--- src/hdl/cpg_pkg.sv ---
// Package for the clock pulse generator control block: register map, field layout,
// reset values, clock mode codes and the carrier types shared by the design files.
// Assumes a 32-bit APB slave with byte strobes and one system clock.
package cpg_pkg;

  localparam int unsigned CPG_ADDR_W      = 8;
  localparam logic [7:0]  CPG_FREQ_OFS    = 8'h00;
  localparam logic [7:0]  CPG_PHY_OFS     = 8'h04;
  localparam logic [7:0]  CPG_STATUS_OFS  = 8'h08;

  localparam int unsigned CPG_PFC_LSB     = 0;
  localparam int unsigned CPG_STC_LSB     = 4;
  localparam logic [15:0] CPG_FREQ_MASK   = 16'h0077;
  localparam logic [15:0] CPG_FREQ_RESET  = 16'h0003;
  localparam logic [7:0]  CPG_PHY_MASK    = 8'h03;
  localparam logic [7:0]  CPG_PHY_RESET   = 8'h00;
  localparam logic [7:0]  CPG_PHY_KEY     = 8'h5a;
  localparam logic [3:0]  CPG_WORD_STRB   = 4'h3;

  localparam logic [2:0]  CPG_STC_X1      = 3'h0;
  localparam logic [2:0]  CPG_STC_X2      = 3'h1;
  localparam logic [2:0]  CPG_PFC_DIV4    = 3'h0;
  localparam logic [2:0]  CPG_PFC_DIV2    = 3'h1;
  localparam logic [2:0]  CPG_PFC_DIV1    = 3'h3;
  localparam logic [1:0]  CPG_PHY_DIV1    = 2'h0;
  localparam logic [1:0]  CPG_PHY_DIV2    = 2'h1;
  localparam logic [1:0]  CPG_PHY_DIV4    = 2'h2;
  localparam logic [1:0]  CPG_PHY_DIV5    = 2'h3;

  localparam logic [2:0]  CPG_MODE_EXT_X4 = 3'h1;
  localparam logic [2:0]  CPG_MODE_XTL_X4 = 3'h2;
  localparam logic [2:0]  CPG_MODE_EXT_X2 = 3'h5;
  localparam logic [2:0]  CPG_MODE_XTL_X2 = 3'h6;
  localparam logic [2:0]  CPG_MODE_RESET  = 3'h1;
  localparam logic [1:0]  CPG_STRAP_WAIT  = 2'h3;

  typedef struct packed {
    logic [7:0]  paddr;
    logic        pwrite;
    logic [31:0] pwdata;
    logic [3:0]  pstrb;
  } cpg_apb_req_t;

  typedef struct packed {
    logic internal;
    logic periph;
    logic bus;
    logic phy;
  } cpg_clk_en_t;

  typedef enum logic [1:0] {
    CPG_RUN,
    CPG_PAUSE,
    CPG_STANDBY
  } cpg_state_t;

endpackage : cpg_pkg

--- src/hdl/cpg_rate_div.sv ---
// Rate divider: emits one pulse for every ratio_i pulses of ce_i.
// Assumes ce_i is on the same clock; a ratio of zero behaves as one.
`timescale 1ns/1ps
module cpg_rate_div #(
  parameter int unsigned W = 3
) (
  input  wire logic         clk_sys_i,
  input  wire logic         rst_i,
  input  wire logic         ce_i,
  input  wire logic [W-1:0] ratio_i,
  output logic              pulse_o
);
  logic [W-1:0] count_reg;
  logic         last;

  assign last = (count_reg + W'(1) >= ratio_i);

  always_ff @(posedge clk_sys_i) begin
    if (rst_i) begin
      count_reg <= '0;
      pulse_o   <= 1'b0;
    end else if (ce_i) begin
      count_reg <= last ? '0 : count_reg + W'(1);
      pulse_o   <= last;
    end else begin
      pulse_o   <= 1'b0;
    end
  end
endmodule : cpg_rate_div

--- src/hdl/cpg_ctrl.sv ---
// Clock pulse generator control: APB registers, clock mode strap, ratio change sequencing
// and the clock enable pulses for the internal, peripheral, bus and PHY domains.
// Assumes an outside watchdog that counts while wdt_count_en_o is high and reports overflow,
// and an outside standby controller that signals sleep entry and its mode change arm bit.
//
// Function
// - Mode pins are sampled only at power-on reset or armed standby entry.
// - Quadrupling modes multiply the external or crystal source by four.
// - Doubling modes multiply the external or crystal source by two.
// - Internal clock equals bus clock times the second-stage PLL ratio.
// - PHY clock is PLL output divided by 1, 2, 4 or 5.
// - Main divider offers only divide by 1, 2 and 4.
// - Bus clock always equals the bus clock output pin rate.
// - Frequency control is a 16-bit read/write word-access register.
// - Frequency control resets on external reset, survives watchdog reset.
// - PHY divider register takes word writes with key 0x5a upper byte.
// - Second-stage PLL ratio is one after reset.
// - Unarmed PLL ratio write pauses internal and peripheral clocks.
// - Watchdog overflow applies the new clocks, resumes and stops watchdog.
// - Peripheral divider only change applies at once, no pause.
// - Peripheral divider field resets to binary 011.
// - Armed writes take effect only after leaving software standby.
// - After a PLL ratio change, divider-only changes do not switch clocks.
// - Second-stage PLL passes or doubles its input per ratio field.
//
// Design decisions made here: the register addresses and the APB interface to the registers.
`timescale 1ns/1ps
module cpg_ctrl
  import cpg_pkg::*;
(
  input  wire logic         clk_sys_i,
  input  wire logic         rst_i,
  input  wire logic         wdt_reset_i,
  input  wire logic         psel_i,
  input  wire logic         penable_i,
  input  wire cpg_apb_req_t apb_req_i,
  output logic              pready_o,
  output logic              pslverr_o,
  output logic [31:0]       prdata_o,
  input  wire logic [2:0]   clock_mode_select_pins_i,
  input  wire logic         mode_change_arm_i,
  input  wire logic         standby_entry_i,
  input  wire logic         wdt_overflow_i,
  output logic              wdt_count_en_o,
  output logic              wdt_stop_o,
  output logic              first_stage_x4_o,
  output logic              crystal_source_o,
  output logic              bus_clock_out_pin_o,
  output cpg_clk_en_t       clk_en_o
);

  cpg_state_t  state_reg;
  logic [2:0]  mode_meta_reg;
  logic [2:0]  mode_sync_reg;
  logic [2:0]  mode_reg;
  logic [1:0]  strap_cnt_reg;
  logic        mode_capture;
  logic        mode_valid;
  logic [15:0] freq_reg;
  logic [7:0]  phy_reg;
  logic [2:0]  pll_act_reg;
  logic [2:0]  pfc_act_reg;
  logic        stc_dirty_reg;
  logic        entry_armed_reg;
  logic        access;
  logic        freq_sel;
  logic        phy_sel;
  logic        stat_sel;
  logic        word_ok;
  logic        key_ok;
  logic        freq_wr;
  logic        phy_wr;
  logic [2:0]  new_stc;
  logic [2:0]  new_pfc;
  logic        stc_change;
  logic        wr_pause;
  logic        pfc_now;
  logic [2:0]  bus_ratio;
  logic [2:0]  per_ratio;
  logic [2:0]  phy_ratio;
  logic        bus_pulse;
  logic        per_pulse;
  logic        phy_pulse;
  logic [31:0] rd_value;

  // Mode pins come straight from the board, so they pass two flops first.
  always_ff @(posedge clk_sys_i) begin
    mode_meta_reg <= clock_mode_select_pins_i;
    mode_sync_reg <= mode_meta_reg;
  end

  // The strap is caught a few cycles after release, once the synchroniser holds pin levels.
  always_ff @(posedge clk_sys_i) begin
    if (rst_i) begin
      strap_cnt_reg <= CPG_STRAP_WAIT;
    end else if (strap_cnt_reg != 2'h0) begin
      strap_cnt_reg <= strap_cnt_reg - 2'h1;
    end
  end

  assign mode_valid   = (mode_sync_reg == CPG_MODE_EXT_X4) || (mode_sync_reg == CPG_MODE_XTL_X4) ||
                        (mode_sync_reg == CPG_MODE_EXT_X2) || (mode_sync_reg == CPG_MODE_XTL_X2);
  assign mode_capture = mode_valid && ((strap_cnt_reg == 2'h1) ||
                        (state_reg == CPG_RUN && standby_entry_i && mode_change_arm_i));

  // Unlisted pin codes are not legal modes; the last legal mode is kept instead.
  always_ff @(posedge clk_sys_i) begin
    if (rst_i) begin
      mode_reg <= CPG_MODE_RESET;
    end else if (mode_capture) begin
      mode_reg <= mode_sync_reg;
    end
  end

  assign first_stage_x4_o = (mode_reg == CPG_MODE_EXT_X4) || (mode_reg == CPG_MODE_XTL_X4);
  assign crystal_source_o = (mode_reg == CPG_MODE_XTL_X4) || (mode_reg == CPG_MODE_XTL_X2);

  // APB decode. Both clock registers only accept 16-bit writes on the low half-word.
  assign access   = psel_i && penable_i;
  assign freq_sel = (apb_req_i.paddr == CPG_FREQ_OFS);
  assign phy_sel  = (apb_req_i.paddr == CPG_PHY_OFS);
  assign stat_sel = (apb_req_i.paddr == CPG_STATUS_OFS);
  assign word_ok  = (apb_req_i.pstrb == CPG_WORD_STRB);
  assign key_ok   = (apb_req_i.pwdata[15:8] == CPG_PHY_KEY);
  assign freq_wr  = access && apb_req_i.pwrite && freq_sel && word_ok;
  assign phy_wr   = access && apb_req_i.pwrite && phy_sel && word_ok && key_ok;
  assign pready_o = 1'b1;

  always_comb begin
    pslverr_o = 1'b0;
    if (access) begin
      if (!(freq_sel || phy_sel || stat_sel)) begin
        pslverr_o = 1'b1;
      end else if (apb_req_i.pwrite) begin
        pslverr_o = stat_sel || !word_ok || (phy_sel && !key_ok);
      end
    end
  end

  always_comb begin
    rd_value = 32'h0000_0000;
    if (freq_sel) begin
      rd_value[15:0] = freq_reg;
    end else if (phy_sel) begin
      rd_value[7:0] = phy_reg;
    end else if (stat_sel) begin
      rd_value[2:0]   = mode_reg;
      rd_value[6:4]   = pll_act_reg;
      rd_value[10:8]  = pfc_act_reg;
      rd_value[12]    = (state_reg == CPG_PAUSE);
      rd_value[13]    = (state_reg == CPG_STANDBY);
      rd_value[14]    = stc_dirty_reg;
    end
  end

  // Read data is latched in the setup phase so the bus sees a flop during the access phase.
  always_ff @(posedge clk_sys_i) begin
    if (rst_i) begin
      prdata_o <= 32'h0000_0000;
    end else if (psel_i && !penable_i) begin
      prdata_o <= rd_value;
    end
  end

  // Only the external reset clears the settings; a watchdog reset leaves them alone.
  always_ff @(posedge clk_sys_i) begin
    if (rst_i) begin
      freq_reg <= CPG_FREQ_RESET;
    end else if (freq_wr) begin
      freq_reg <= apb_req_i.pwdata[15:0] & CPG_FREQ_MASK;
    end
  end

  always_ff @(posedge clk_sys_i) begin
    if (rst_i) begin
      phy_reg <= CPG_PHY_RESET;
    end else if (phy_wr) begin
      phy_reg <= apb_req_i.pwdata[7:0] & CPG_PHY_MASK;
    end
  end

  assign new_stc    = apb_req_i.pwdata[CPG_STC_LSB +: 3];
  assign new_pfc    = apb_req_i.pwdata[CPG_PFC_LSB +: 3];
  assign stc_change = (new_stc != freq_reg[CPG_STC_LSB +: 3]);
  assign wr_pause   = freq_wr && !mode_change_arm_i && stc_change && state_reg == CPG_RUN;
  assign pfc_now    = freq_wr && !mode_change_arm_i && !stc_change && !stc_dirty_reg &&
                      state_reg == CPG_RUN;

  // Sequencing of ratio changes: pause on an unarmed PLL write, standby for mode changes.
  always_ff @(posedge clk_sys_i) begin
    if (rst_i || wdt_reset_i) begin
      state_reg       <= CPG_RUN;
      entry_armed_reg <= 1'b0;
    end else begin
      case (state_reg)
        CPG_RUN: begin
          if (wr_pause) begin
            state_reg <= CPG_PAUSE;
          end else if (standby_entry_i) begin
            state_reg       <= CPG_STANDBY;
            entry_armed_reg <= mode_change_arm_i;
          end
        end
        CPG_PAUSE: begin
          if (wdt_overflow_i) begin
            state_reg <= CPG_RUN;
          end
        end
        CPG_STANDBY: begin
          if (wdt_overflow_i) begin
            state_reg <= CPG_RUN;
          end
        end
        default: begin
          state_reg <= CPG_RUN;
        end
      endcase
    end
  end

  // The active ratios drive the bus and peripheral dividers; stored register values wait for the right moment.
  always_ff @(posedge clk_sys_i) begin
    if (rst_i) begin
      pll_act_reg <= CPG_FREQ_RESET[CPG_STC_LSB +: 3];
      pfc_act_reg <= CPG_FREQ_RESET[CPG_PFC_LSB +: 3];
    end else if (wdt_reset_i) begin
      pll_act_reg <= freq_reg[CPG_STC_LSB +: 3];
      pfc_act_reg <= freq_reg[CPG_PFC_LSB +: 3];
    end else if ((state_reg == CPG_PAUSE && wdt_overflow_i) ||
                 (state_reg == CPG_STANDBY && wdt_overflow_i && entry_armed_reg)) begin
      pll_act_reg <= freq_reg[CPG_STC_LSB +: 3];
      pfc_act_reg <= freq_reg[CPG_PFC_LSB +: 3];
    end else if (pfc_now) begin
      pfc_act_reg <= new_pfc;
    end
  end

  // A pending PLL ratio blocks divider-only updates until a watchdog overflow ends a pause or standby.
  always_ff @(posedge clk_sys_i) begin
    if (rst_i || wdt_reset_i) begin
      stc_dirty_reg <= 1'b0;
    end else if (freq_wr && stc_change) begin
      stc_dirty_reg <= 1'b1;
    end else if (state_reg != CPG_RUN && wdt_overflow_i) begin
      stc_dirty_reg <= 1'b0;
    end
  end

  always_ff @(posedge clk_sys_i) begin
    if (rst_i) begin
      wdt_stop_o <= 1'b0;
    end else begin
      wdt_stop_o <= (state_reg == CPG_PAUSE) && wdt_overflow_i;
    end
  end

  assign wdt_count_en_o = (state_reg != CPG_RUN);

  // Ratio decode. The system clock stands for the PLL output; every other rate is an enable.
  always_comb begin
    bus_ratio = (pll_act_reg == CPG_STC_X2) ? 3'h2 : 3'h1;
    case (pfc_act_reg)
      CPG_PFC_DIV2: per_ratio = 3'h2;
      CPG_PFC_DIV4: per_ratio = 3'h4;
      default:      per_ratio = 3'h1;
    endcase
    case (phy_reg[1:0])
      CPG_PHY_DIV2: phy_ratio = 3'h2;
      CPG_PHY_DIV4: phy_ratio = 3'h4;
      CPG_PHY_DIV5: phy_ratio = 3'h5;
      default:      phy_ratio = 3'h1;
    endcase
  end

  cpg_rate_div #(.W(3)) u_bus_div (
    .clk_sys_i (clk_sys_i),
    .rst_i     (rst_i),
    .ce_i      (1'b1),
    .ratio_i   (bus_ratio),
    .pulse_o   (bus_pulse)
  );

  cpg_rate_div #(.W(3)) u_per_div (
    .clk_sys_i (clk_sys_i),
    .rst_i     (rst_i),
    .ce_i      (1'b1),
    .ratio_i   (per_ratio),
    .pulse_o   (per_pulse)
  );

  cpg_rate_div #(.W(3)) u_phy_div (
    .clk_sys_i (clk_sys_i),
    .rst_i     (rst_i),
    .ce_i      (1'b1),
    .ratio_i   (phy_ratio),
    .pulse_o   (phy_pulse)
  );

  // The bus clock and its pin come from one pulse, so they can never drift apart.
  assign bus_clock_out_pin_o = bus_pulse;
  assign clk_en_o.bus        = bus_pulse;
  assign clk_en_o.internal   = (state_reg == CPG_RUN);
  assign clk_en_o.periph     = per_pulse && (state_reg == CPG_RUN);
  assign clk_en_o.phy        = phy_pulse && (state_reg != CPG_STANDBY);

  property p_mode_hold;
    @(posedge clk_sys_i) disable iff (rst_i)
      !$stable(mode_reg) |-> $past(mode_capture);
  endproperty
  a_mode_hold: assert property (p_mode_hold) else $error("mode changed without capture");

  property p_pause_on_stc;
    @(posedge clk_sys_i) disable iff (rst_i || wdt_reset_i)
      wr_pause |=> state_reg == CPG_PAUSE && !clk_en_o.internal && !clk_en_o.periph
                   && wdt_count_en_o;
  endproperty
  a_pause_on_stc: assert property (p_pause_on_stc) else $error("no pause on ratio write");

  property p_resume;
    @(posedge clk_sys_i) disable iff (rst_i || wdt_reset_i)
      (state_reg == CPG_PAUSE && wdt_overflow_i) |=>
        wdt_stop_o && clk_en_o.internal && pll_act_reg == $past(freq_reg[6:4]);
  endproperty
  a_resume: assert property (p_resume) else $error("no resume on overflow");

  property p_pfc_now;
    @(posedge clk_sys_i) disable iff (rst_i || wdt_reset_i)
      pfc_now |=> pfc_act_reg == $past(new_pfc) && state_reg == CPG_RUN;
  endproperty
  a_pfc_now: assert property (p_pfc_now) else $error("divider not applied at once");

  property p_arm_hold;
    @(posedge clk_sys_i) disable iff (rst_i || wdt_reset_i)
      (freq_wr && mode_change_arm_i && state_reg == CPG_RUN) |=>
        $stable(pll_act_reg) && $stable(pfc_act_reg);
  endproperty
  a_arm_hold: assert property (p_arm_hold) else $error("armed write changed clocks");

  property p_dirty_block;
    @(posedge clk_sys_i) disable iff (rst_i || wdt_reset_i)
      (stc_dirty_reg && freq_wr && !stc_change && state_reg == CPG_RUN) |=>
        $stable(pfc_act_reg);
  endproperty
  a_dirty_block: assert property (p_dirty_block) else $error("divider switched early");

  property p_bus_x2;
    @(posedge clk_sys_i) disable iff (rst_i)
      (bus_pulse && pll_act_reg == CPG_STC_X2 && $stable(pll_act_reg)) |=>
        !bus_pulse ##1 bus_pulse;
  endproperty
  a_bus_x2: assert property (p_bus_x2) else $error("bus rate wrong for doubled PLL");

  property p_phy_key;
    @(posedge clk_sys_i) disable iff (rst_i)
      (access && apb_req_i.pwrite && phy_sel && !key_ok) |=> $stable(phy_reg);
  endproperty
  a_phy_key: assert property (p_phy_key) else $error("keyless write changed phy divider");

  property p_wdt_keep;
    @(posedge clk_sys_i) disable iff (rst_i)
      (wdt_reset_i && !freq_wr) |=> $stable(freq_reg);
  endproperty
  a_wdt_keep: assert property (p_wdt_keep) else $error("watchdog reset changed settings");

  property p_reset_vals;
    @(posedge clk_sys_i) disable iff (rst_i)
      $fell(rst_i) |-> pll_act_reg == CPG_STC_X1 && freq_reg == CPG_FREQ_RESET;
  endproperty
  a_reset_vals: assert property (p_reset_vals) else $error("wrong reset ratios");

endmodule : cpg_ctrl

--- config.mk ---
export PLATFORM = sky130hd
export DESIGN_NAME = cpg_ctrl
export DESIGN_NICKNAME = d
export VERILOG_FILES = /design/src/hdl/cpg_pkg.sv /design/src/hdl/cpg_rate_div.sv /design/src/hdl/cpg_ctrl.sv
export SDC_FILE = /design/constraint.sdc
export NUM_CORES = 1
export LEC_CHECK = 0
export ABC_AREA = 1
export BUFFER_PORTS_ARGS = -buffer_cell sky130_fd_sc_hd__buf_4
export CAP_MARGIN = 20
export CORE_ASPECT_RATIO = 2
export CORE_MARGIN = 10
export CORE_UTILIZATION = 45
export DETAILED_ROUTE_END_ITERATION = 10
export GPL_TIMING_DRIVEN = 0
export PLACE_DENSITY = 0.73
export SETUP_SLACK_MARGIN = 0.2
export SLEW_MARGIN = 25
export SYNTH_ARGS = -nofsm -noshare
export SYNTH_HDL_FRONTEND = slang
export SYNTH_SLANG_ARGS = --single-unit
--- constraint.sdc ---
create_clock -name clk_sys_i -period 1.9 [get_ports clk_sys_i]
set_input_delay 0.095 -clock clk_sys_i [delete_from_list [all_inputs] [get_ports clk_sys_i]]
set_output_delay 0.095 -clock clk_sys_i [all_outputs]
set_load 0.01 [all_outputs]
* Yosys cells after proc, flatten, opt, wreduce, memory -nomap -nowiden
Cells that the tools add are included.
** Cells by class
- $add $sub $neg :: 4
- $mul :: 0
- Divide/modulo/power cells :: 0
- $lt $le $gt $ge :: 3
- Eq/ne operators :: 23
- Shift-type cells :: 0
- Multiplexer cells :: 27
- Bitwise gates (word level) :: 1
- Reduce and logical (&&, ||, !) cells :: 57
** Operator list (number)
- 3-bit two-way mux :: 14
- 1-bit logical AND :: 25
- 3-bit by 1-bit == test with 1-bit output (second input constant) :: 4
- 1-bit logical OR :: 12
- 11-bit two-way mux :: 1
- 3-bit by 1-bit adder with 3-bit output (second input constant) :: 3
- 3-bit == test (second input constant) :: 3
- 3-bit case mux with 3 select lines :: 1
- 8-bit by 3-bit == test with 1-bit output (second input constant) :: 1
- 8-bit by 4-bit == test with 1-bit output (second input constant) :: 1
- 8-bit by 7-bit == test with 1-bit output (second input constant) :: 1
- 8-bit logical NOT :: 1
- 2-bit two-way mux :: 4
- 2-bit nonzero test :: 4
- 2-bit OR reduction :: 4
- 2-bit by 1-bit == test with 1-bit output (second input constant) :: 3
- 2-bit == test (second input constant) :: 3
- 3-bit by 2-bit == test with 1-bit output (second input constant) :: 2
- 3-bit greater-or-equal comparator :: 2
- 1-bit logical NOT :: 6
- 3-bit case mux with 2 select lines :: 1
- 1-bit two-way mux :: 5
- 4-bit by 2-bit == test with 1-bit output (second input constant) :: 1
- 2-bit case mux with 2 select lines :: 1
- other kinds (12) :: 12
** Word-level totals
- Register bits after elaboration :: 56
- Bits in latches :: 0
- Bits in writable memories :: 0
- Bits in read-only memories :: 0
- Input bits :: 56
- Output and inout port bits :: 43
- Logic and storage cells :: 134
- Memories :: 0

* Logic depth before layout (Yosys ltp)
Gate-level depths: netlist (run 1).
- Depth after elaboration :: 11
- Gate-level depth with buffers :: 12
- Gate-level depth less buffers :: 12

* Cells and area by module
Synthesis (run 1) repeated with hierarchy kept, for this count alone.
** Unflattened totals
- Cell total of the unflattened synthesis :: 402
- Area, all modules :: 2937.8 um2
** By module, submodules not included
- cpg_ctrl :: times used 1, cells an instance 297, area an instance 2179.6 um2, sequential area each 840.8 um2
- cpg_rate_div :: times used 3, cells an instance 35, area an instance 252.7 um2, sequential area each 80.1 um2

* Worst setup path after synthesis (run 1)
No wires, ideal clock.
- Kind :: register to register
- Start point :: reg u_phy_div.count_reg[0]
- End point :: reg u_phy_div.count_reg[2]
- Arrival time :: 1.712 ns
- Data required time :: 1.830 ns
- Slack :: 0.118 ns
- Cell stages (with the launch flop) :: 10
- Clock period less this slack :: 1.782 ns
- Cells stage by stage :: dfxtp_1 ha_1 inv_1 or2_2 nand2_1 ha_1 a21oi_1 o211ai_1 or2_2 a21oi_1
** Between the ends
- Word-level cells in the longest chain between the ends :: 3
** Ends and longest elaborated chain
- start: declaration :: line cpg_rate_div.sv:13 : logic [W-1:0] count_reg;
- start signal: assignment :: line cpg_rate_div.sv:23 : count_reg <= last ? '0 : count_reg + W'(1);
- 3-bit by 1-bit adder with 3-bit output * :: line cpg_rate_div.sv:16, cpg_rate_div.sv:23
- 3-bit greater-or-equal comparator :: line cpg_rate_div.sv:16 : assign last = (count_reg + W'(1) >= ratio_i);
- 2-bit OR reduction (no line)
Mark *: on every way between the ends. The rest lies on a longest branch, timed or not.
A chain may end at the register's enable or synchronous reset.

* Worst setup path in the final report (run 1)
Ends and elaborated chain as after synthesis.

==> results of run 1 <==
==> per-stage QoR <==
step / total power, mW / instance area (um2)
floorplan: 1.45 / 2870
global placement: 1.59 / 3390
detailed placement: 1.60 / 3390
CTS: 2.50 / 3640
global route: 2.61 / 3710
finish: 2.50 / 3710
==> worst paths after layout <==
path / slack [ns] / endpoint / cells past startpoint
worst max register to register: 0.16 / u_phy_div.count_reg[2] / 9
worst min register to register: 0.33 / mode_sync_reg[0] / 0
worst max-delay path: 0.16 / u_phy_div.count_reg[2] / 9
worst min-delay path: 0.04 / freq_reg[6] / 3
==> cells in the mapped netlist, drive strengths merged (2+ instances only) <==
library cell / number / area share [%]
ha: 19 / 8.6
buf: 24 / 6.5
xor2: 2 / 0.63
or2: 4 / 0.90
conb: 2 / 0.27
clkbuf: 4 / 0.59
nand2: 65 / 9.7
nor2: 41 / 7.2
xnor2: 3 / 0.95
nand3: 16 / 3.1
inv: 62 / 8.5
o211ai: 7 / 1.9
dfxtp: 54 / 39
nor3: 2 / 0.54
a21oi: 25 / 4.5
a211oi: 3 / 0.81
o21ai: 19 / 3.4
a31oi: 2 / 0.45
nand4: 6 / 1.4
==> layout make-up <==
cell class | count | share of cell area (%)
Clock buffer | 6 | 3.47
Multi-Input combinational cell | 239 | 38.8
Tap cell | 63 | 2.12
Inverter | 63 | 6.47
Clock inverter | 2 | 0.370
Buffer | 28 | 5.36
Sequential cell | 54 | 29.3
Timing Repair Buffer | 69 | 14.1
==> worst min-delay path, cell delays in order <==
cell and delay (ns):
buf_4 0.09, nor2_1 0.04, nor2_1 0.08
==> kinds of logic (layout without fill, tap and decap cells) <==
group,after synthesis,after routing
simple gates,135,135
buf+inv,91,168
compound gates,58,58
flops,54,54
fa+ha+maj,19,19
xor+xnor,5,5
other cells,2,22
==> power by group through the flow <==
stage,combinational (mW),sequential [mW],clock (mW)
floorplan,0.218,1.23,0
global placement,0.358,1.23,0
detailed placement,0.369,1.24,0
CTS,0.380,1.21,0.911
global route,0.436,1.21,0.959
finish,0.385,1.21,0.901
==> per-layer routing <==
metal | wire, um | vias to the layer above
met3 | 438 | 17
li1 | - | 1301
met4 | 250 | 0
met5 | 0 | -
met1 | 2210 | 1120
met2 | 3870 | 63
==> what timing repair did <==
action	4_1_cts	5_1_grt
pin swaps	9	14
setup endpoints to repair	8	12
endpoints found under the hold margin	3	0
hold buffers	3	0
setup buffers	3	4
gates resized for setup	13	14
==> impl_results.md, run 1 <==
* Max FFs per register at 12
* WS Path Type: register to register
* Main combinational cell family by area after synthesis: simple AND/OR/NAND/NOR gates
* Sequential share of the synthesized area at between 30% and 40%
* Slew @ Worst Pin at roughly 0.56 ns
* I/O pins at 99
* Post-DRT Antenna Nets at 0
* Final Util at between 60 and 70%
* Worst Path Arrival at 1.96 ns
* Pin count of the biggest net entering global routing at 17
* Reg-to-Reg Start: u_phy_div.count_reg[0]
* DR iter-0 viols at 84
* Critical Path Sink Type: register
* Slew margin rel. at 62.7%
* Core area at between 6000 and 7000 um2
* Clock Latency Late Sink at roughly 0.30 ns
* Initial antenna violation count at 0
* Inst Count DP at around 510
* Num rows at 40
* Critical Path RT at between 2 and 2.5 ns
* Clock root buffer: clkbuf_16
* Most common cell after layout, fill and taps aside: buf_4
* Number of buffers added on ports at 59
* Clk pin slew, worst setup/hold paths at around 0.07 ns
* First-pass GRT wire length at 10800 um
* DIE AREA at 9890 um2
* Place WS at approximately 0.087 ns
* Skew final at 0.00821 ns
* RSZ-0062 raised after global routing: yes
* Worst hold margin at between 0.04 and 0.05 ns
* Synth cell types at 35
* Max-slew violations at 0
* Max-cap viol count at 0
* # DRC at 0
* Met1 Usage GRT at between 10% and 20%
* Post-synth EDFFs at 0
* Netlist Area Pre-Place at between 2000 and 3000 um2
* Area of the multi-input gates at ~1400 um2
* Max incr delay on CP at ~0.35 ns
* Die width at 75.5 um
* Sw Share at between 20% and 30%
* Layer with the highest usage: met2
* CP Buf/Inv Count at 1
* Fillers at around 550
* Syn_area_per_cell at 7.62 um2
* Setup crit start kind: register
* Max Clock Freq at 576 MHz
* Delay-heaviest family, CP: simple AND/OR/NAND/NOR gates
* TritonCTS clock tree: done
* DRT Wirelength at 6780 um
* Setup WS post-layout at between 0.15 and 0.2 ns
* Per-cell routed wire length at around 13 um
* Reg area at roughly 1100 um2
* Finish-stage setup viols at 0
* Total CTS buffers at 5
* Critical path fanouts, max at 3
* Initial Util at a little under half
* Global Route Usage Sum at between 10% and 20%
* Clk network pwr share at approximately 36%
* Final Hold Viols at 0
* Leading cell types in the layout, fill and taps excluded: buf_4 (88), nand2_1 (57), inv_1 (54)
* M2 GR Usage at about 27%
* Leakage power at between 1.5 and 2 nW
* Pwr/cell area at ~670 nW/um2
* Diode count at 0
* H-tree levels at 2
* Final HPWL DP at between 5000 and 6000 um
* Tmin final at between 1.5 and 2 ns
* Most used DFF post-synth: dfxtp_1
* Clk sink count at 54
* Mux share of post-synthesis cell area at 0%
* Peak supply drop at about 0.6 mV
* Met3 Use GR at under 10%
* Layout cells sized above 1 at between 30% and 40%
* Number of detailed-route iterations in the first pass at 4
* Die Y at ~130 um
* DR vias/cell at between 4 and 5
* Synth async-reset ratio at 0%
* Synthesis-to-finish area growth at 33.9%
* Synth Register Bits at 54
* Hold Path Origin: apb_req_i[10]
* Post-synthesis adder-cell area fraction at ~8.6%
* Setup TNS at 0 ns
* Clock Tree Buf Depth at 2
* Post-Synth XOR/XNOR Area at 1.58%
* Psw at about 0.63 mW
* Final Non-Filler Cells at between 500 and 600
* Via Count at ~2500
* Fin nets at around 540
* Status: complete, no violations
* Post-Synthesis Cells at ~360
* Synth Area in Simple Gates at approximately 23%
* Complex-gate fraction of the synthesized area at 11.7%
* Synth warnings at 0
* Grt ovf at 0
* Critical Path, Cell by Cell: ha_4, inv_2, or2_4, nand2_4, ha_4, a21oi_2, o211ai_1, or2_4, a21oi_2
* Crit-path slowest cell: dfxtp_2
* Combinational power share at 15.4%
* Critical Path Start: u_phy_div.count_reg[0]
* Period Utilization, post-route at 91.4%
* Pint at 1.86 mW
* Seq pwr share at approximately half
* Vias in the first global route at ~2500
* HP Class: primary input to register
* Final GP Congestion at around 0.84
(Power assumes the default switching activity.)
==> run 2: changes to the inputs <==
Settings changed: REMOVE_ABC_BUFFERS set to 1.
==> run 2 against run 1 <==
Compared with the run above: via count is 3.1% lower; fmax is 3.6% higher; final area is 5.2% lower; die area stayed put; register-to-register slack better by 0.06 ns; combinational power is 8.6% lower; critical path depth stayed put; core utilization is 3.2 points lower; sequential share of layout area is 1.6 points higher; sequential power hardly changed; flip-flop and latch count stayed put; clock skew is 0.0028 ns lower; largest cell class unchanged.
==> impl_results.md, run 2 (same netlist as run 1, synthesis figures left out) <==
* Status: complete, no violations
* Max-slew violations at 0 (unchanged)
* Worst R2R Path Depth at 9 (unchanged)
* Post-DRT Antenna Nets at 0 (unchanged)
* Num rows at 40 (unchanged)
* DIE AREA at 9890 um2 (unchanged)
* Peak supply drop at 0.790 mV (+33%)
* DRT Wirelength at 6750 um (-0.43%)
* TritonCTS clock tree: done
* Number of buffers added on ports at 59 (unchanged)
* Final Util at 58.7% (-3.2 points)
* Design Power at 2.46 mW (-1.5%)
* Fin nets at 508 (-5.0%)
* Critical Path RT at 2.13 ns (about the same)
* Final HPWL DP at 5220 um (-5.2%)
* Number of detailed-route iterations in the first pass at 4 (unchanged)
* Max FFs per register at 12 (unchanged)
* Pwr/cell area at 698 nW/um2 (+3.9%)
* DR vias/cell at 4.90 (+2.6%)
* Finish-stage setup viols at 0 (unchanged)
* Final GP Congestion at 0.803 (-4.2%)
* Period Utilization, post-route at 88.3% (-3.2 points)
* Die width at 75.5 um (unchanged)
* Diode count at 0 (unchanged)
* Max-cap viol count at 0 (unchanged)
* Met3 Use GR at 4.68% (+0.53 points)
* RSZ-0062 raised after global routing: yes
* H-tree levels at 2 (unchanged)
* Setup crit start kind: register
* First-pass GRT wire length at 11200 um (+3.3%)
* Critical Path Sink Type: register
* HP Class: primary input to register
* Via Count at 2424 (-3.1%)
* Worst hold margin at 0.0427 ns (-0.000232 ns)
* Layer with the highest usage: met2
* DR iter-0 viols at 107 (+27%)
* Reg area at 1090 um2 (+0.12%)
* Worst Path Arrival at 1.91 ns (-0.05 ns)
* Vias in the first global route at 2496 (-1.8%)
* Clock Tree Buf Depth at 2 (unchanged)
* Initial Util at 46.2% (unchanged)
* Clk pin slew, worst setup/hold paths at 0.07 ns (about the same)
* Final Hold Viols at 0 (unchanged)
* Global Route Usage Sum at 14.4% (+0.27 points)
* Core area at 6010 um2 (unchanged)
* Fillers at 558 (+2.0%)
* Worst r2r dst: u_per_div.count_reg[2]
* Worst hold endpoint: freq_reg[0]
* Grt ovf at 0 (unchanged)
* Most common cell after layout, fill and taps aside: buf_4
* Clock Latency Late Sink at 0.29 ns (about the same)
* Reg-to-Reg Start: u_per_div.count_reg[0]
* Synthesis-to-finish area growth at 27.0%
* Tmin final at 1.68 ns (-0.0599 ns)
* Slew margin rel. at 54.1% (-8.6 points)
* Clock root buffer: clkbuf_16
* Clk sink count at 54 (unchanged)
* Met1 Usage GRT at 13.6% (+1.9 points)
* Skew final at 0.00545 ns (-0.00276 ns)
* Max Clock Freq at 596 MHz (+3.6%)
* Area of the multi-input gates at 1440 um2 (unchanged)
* Total CTS buffers at 5 (unchanged)
* Per-cell routed wire length at 13.6 um (+5.4%)
* I/O pins at 99 (unchanged)
* Leakage power at 1.80 nW (-7.3%)
* Leading cell types in the layout, fill and taps excluded: buf_4 (66), nand2_1 (56), inv_1 (52)
* Critical path fanouts, max at 3 (unchanged)
* Hold Path Origin: apb_req_i[4]
* Die Y at 131 um (unchanged)
* # DRC at 0 (unchanged)
* Slew @ Worst Pin at 0.687 ns (+0.128 ns)
* Pin count of the biggest net entering global routing at 25 (+8)
* Worst Hold Depth at 3 (unchanged)
* WS Path Type: register to register
* Layout cells sized above 1 at 29.2% (-3.2 points)
* M2 GR Usage at 27.1% (-0.050 points)
* Initial antenna violation count at 0 (unchanged)
* R2R setup slack at 0.22 ns (+0.06 ns)
-- run 2: cell types whose count changed in the layout (fill, tap and decap cells not counted), sizes merged --
cell	previous run	this run
clkinv	3	1
clkinvlp	0	1
clkbuf	10	6
buf	90	66
-- run 2: through the flow --
| step | std cells | area, um2 | TNS [ns] | worst slack [ns] |
|---|---|---|---|---|
| global route | 495 | 3520 | 0 | 0.135 |
| detailed placement | 478 | 3170 | -0.0742 | -0.0403 |
| finish | 495 | 3520 | 0 | 0.222 |
| CTS | 490 | 3430 | 0 | 0.172 |
| floorplan | 356 | 2650 | 0 | 0.118 |
| global placement | 478 | 3170 | 0 | 0.0184 |
-- run 2: repair_timing --
| action | in CTS | in global routing |
|---|---|---|
| resized for setup | 18 | 16 |
| cloned | 0 | 1 |
| hold buffers | 3 | 0 |
| pin swaps | 10 | 12 |
| endpoints found under the setup margin | 10 | 12 |
| endpoints found under the hold margin | 3 | 0 |
| setup buffers | 3 | 4 |
-- run 2: report_power, final --
group	internal [mW]	total, mW	switching, mW
sequential	1.18	1.21	0.0306
clock	0.510	0.896	0.386
combinational	0.160	0.352	0.193
total	1.85	2.46	0.609
-- run 2: final cells by class --
type	count	share of cell area, %
multi-input cells	239	40.9
repair buffers	69	14.9
inverters	63	6.89
flip-flops and latches	54	30.9
clock buffers	6	3.94
well taps	63	2.24
repair inverters	1	0.213
-- run 2: worst max-delay path: stages, from the launching register on --
cell and delay, ns:
dfxtp_2 0.35, ha_4 0.12, inv_2 0.03, or2_4 0.25, nand2_4 0.06, ha_4 0.20
a21oi_2 0.12, o211ai_1 0.12, or2_4 0.27, a21oi_2 0.10
-- run 2: layer usage --
metal | part of all wire, % | vias to the layer above
li1 | - | 1239
met1 | 34 | 1111
met2 | 57 | 65
met4 | 1.6 | 0
met3 | 8.1 | 9
met5 | 0 | -
-- run 2: worst max-delay path by stage --
stage	startpoint	to	slack [ns]	cells past startpoint
floorplan	u_phy_div.count_reg[0]	u_phy_div.count_reg[2]	0.12	9
global placement	u_phy_div.count_reg[0]	u_phy_div.count_reg[2]	0.02	9
detailed placement	u_per_div.count_reg[0]	u_per_div.count_reg[2]	-0.04	9
CTS	u_per_div.count_reg[0]	u_per_div.count_reg[2]	0.17	9
global route	u_per_div.count_reg[0]	u_per_div.count_reg[2]	0.13	9
finish	u_per_div.count_reg[0]	u_per_div.count_reg[2]	0.22	9
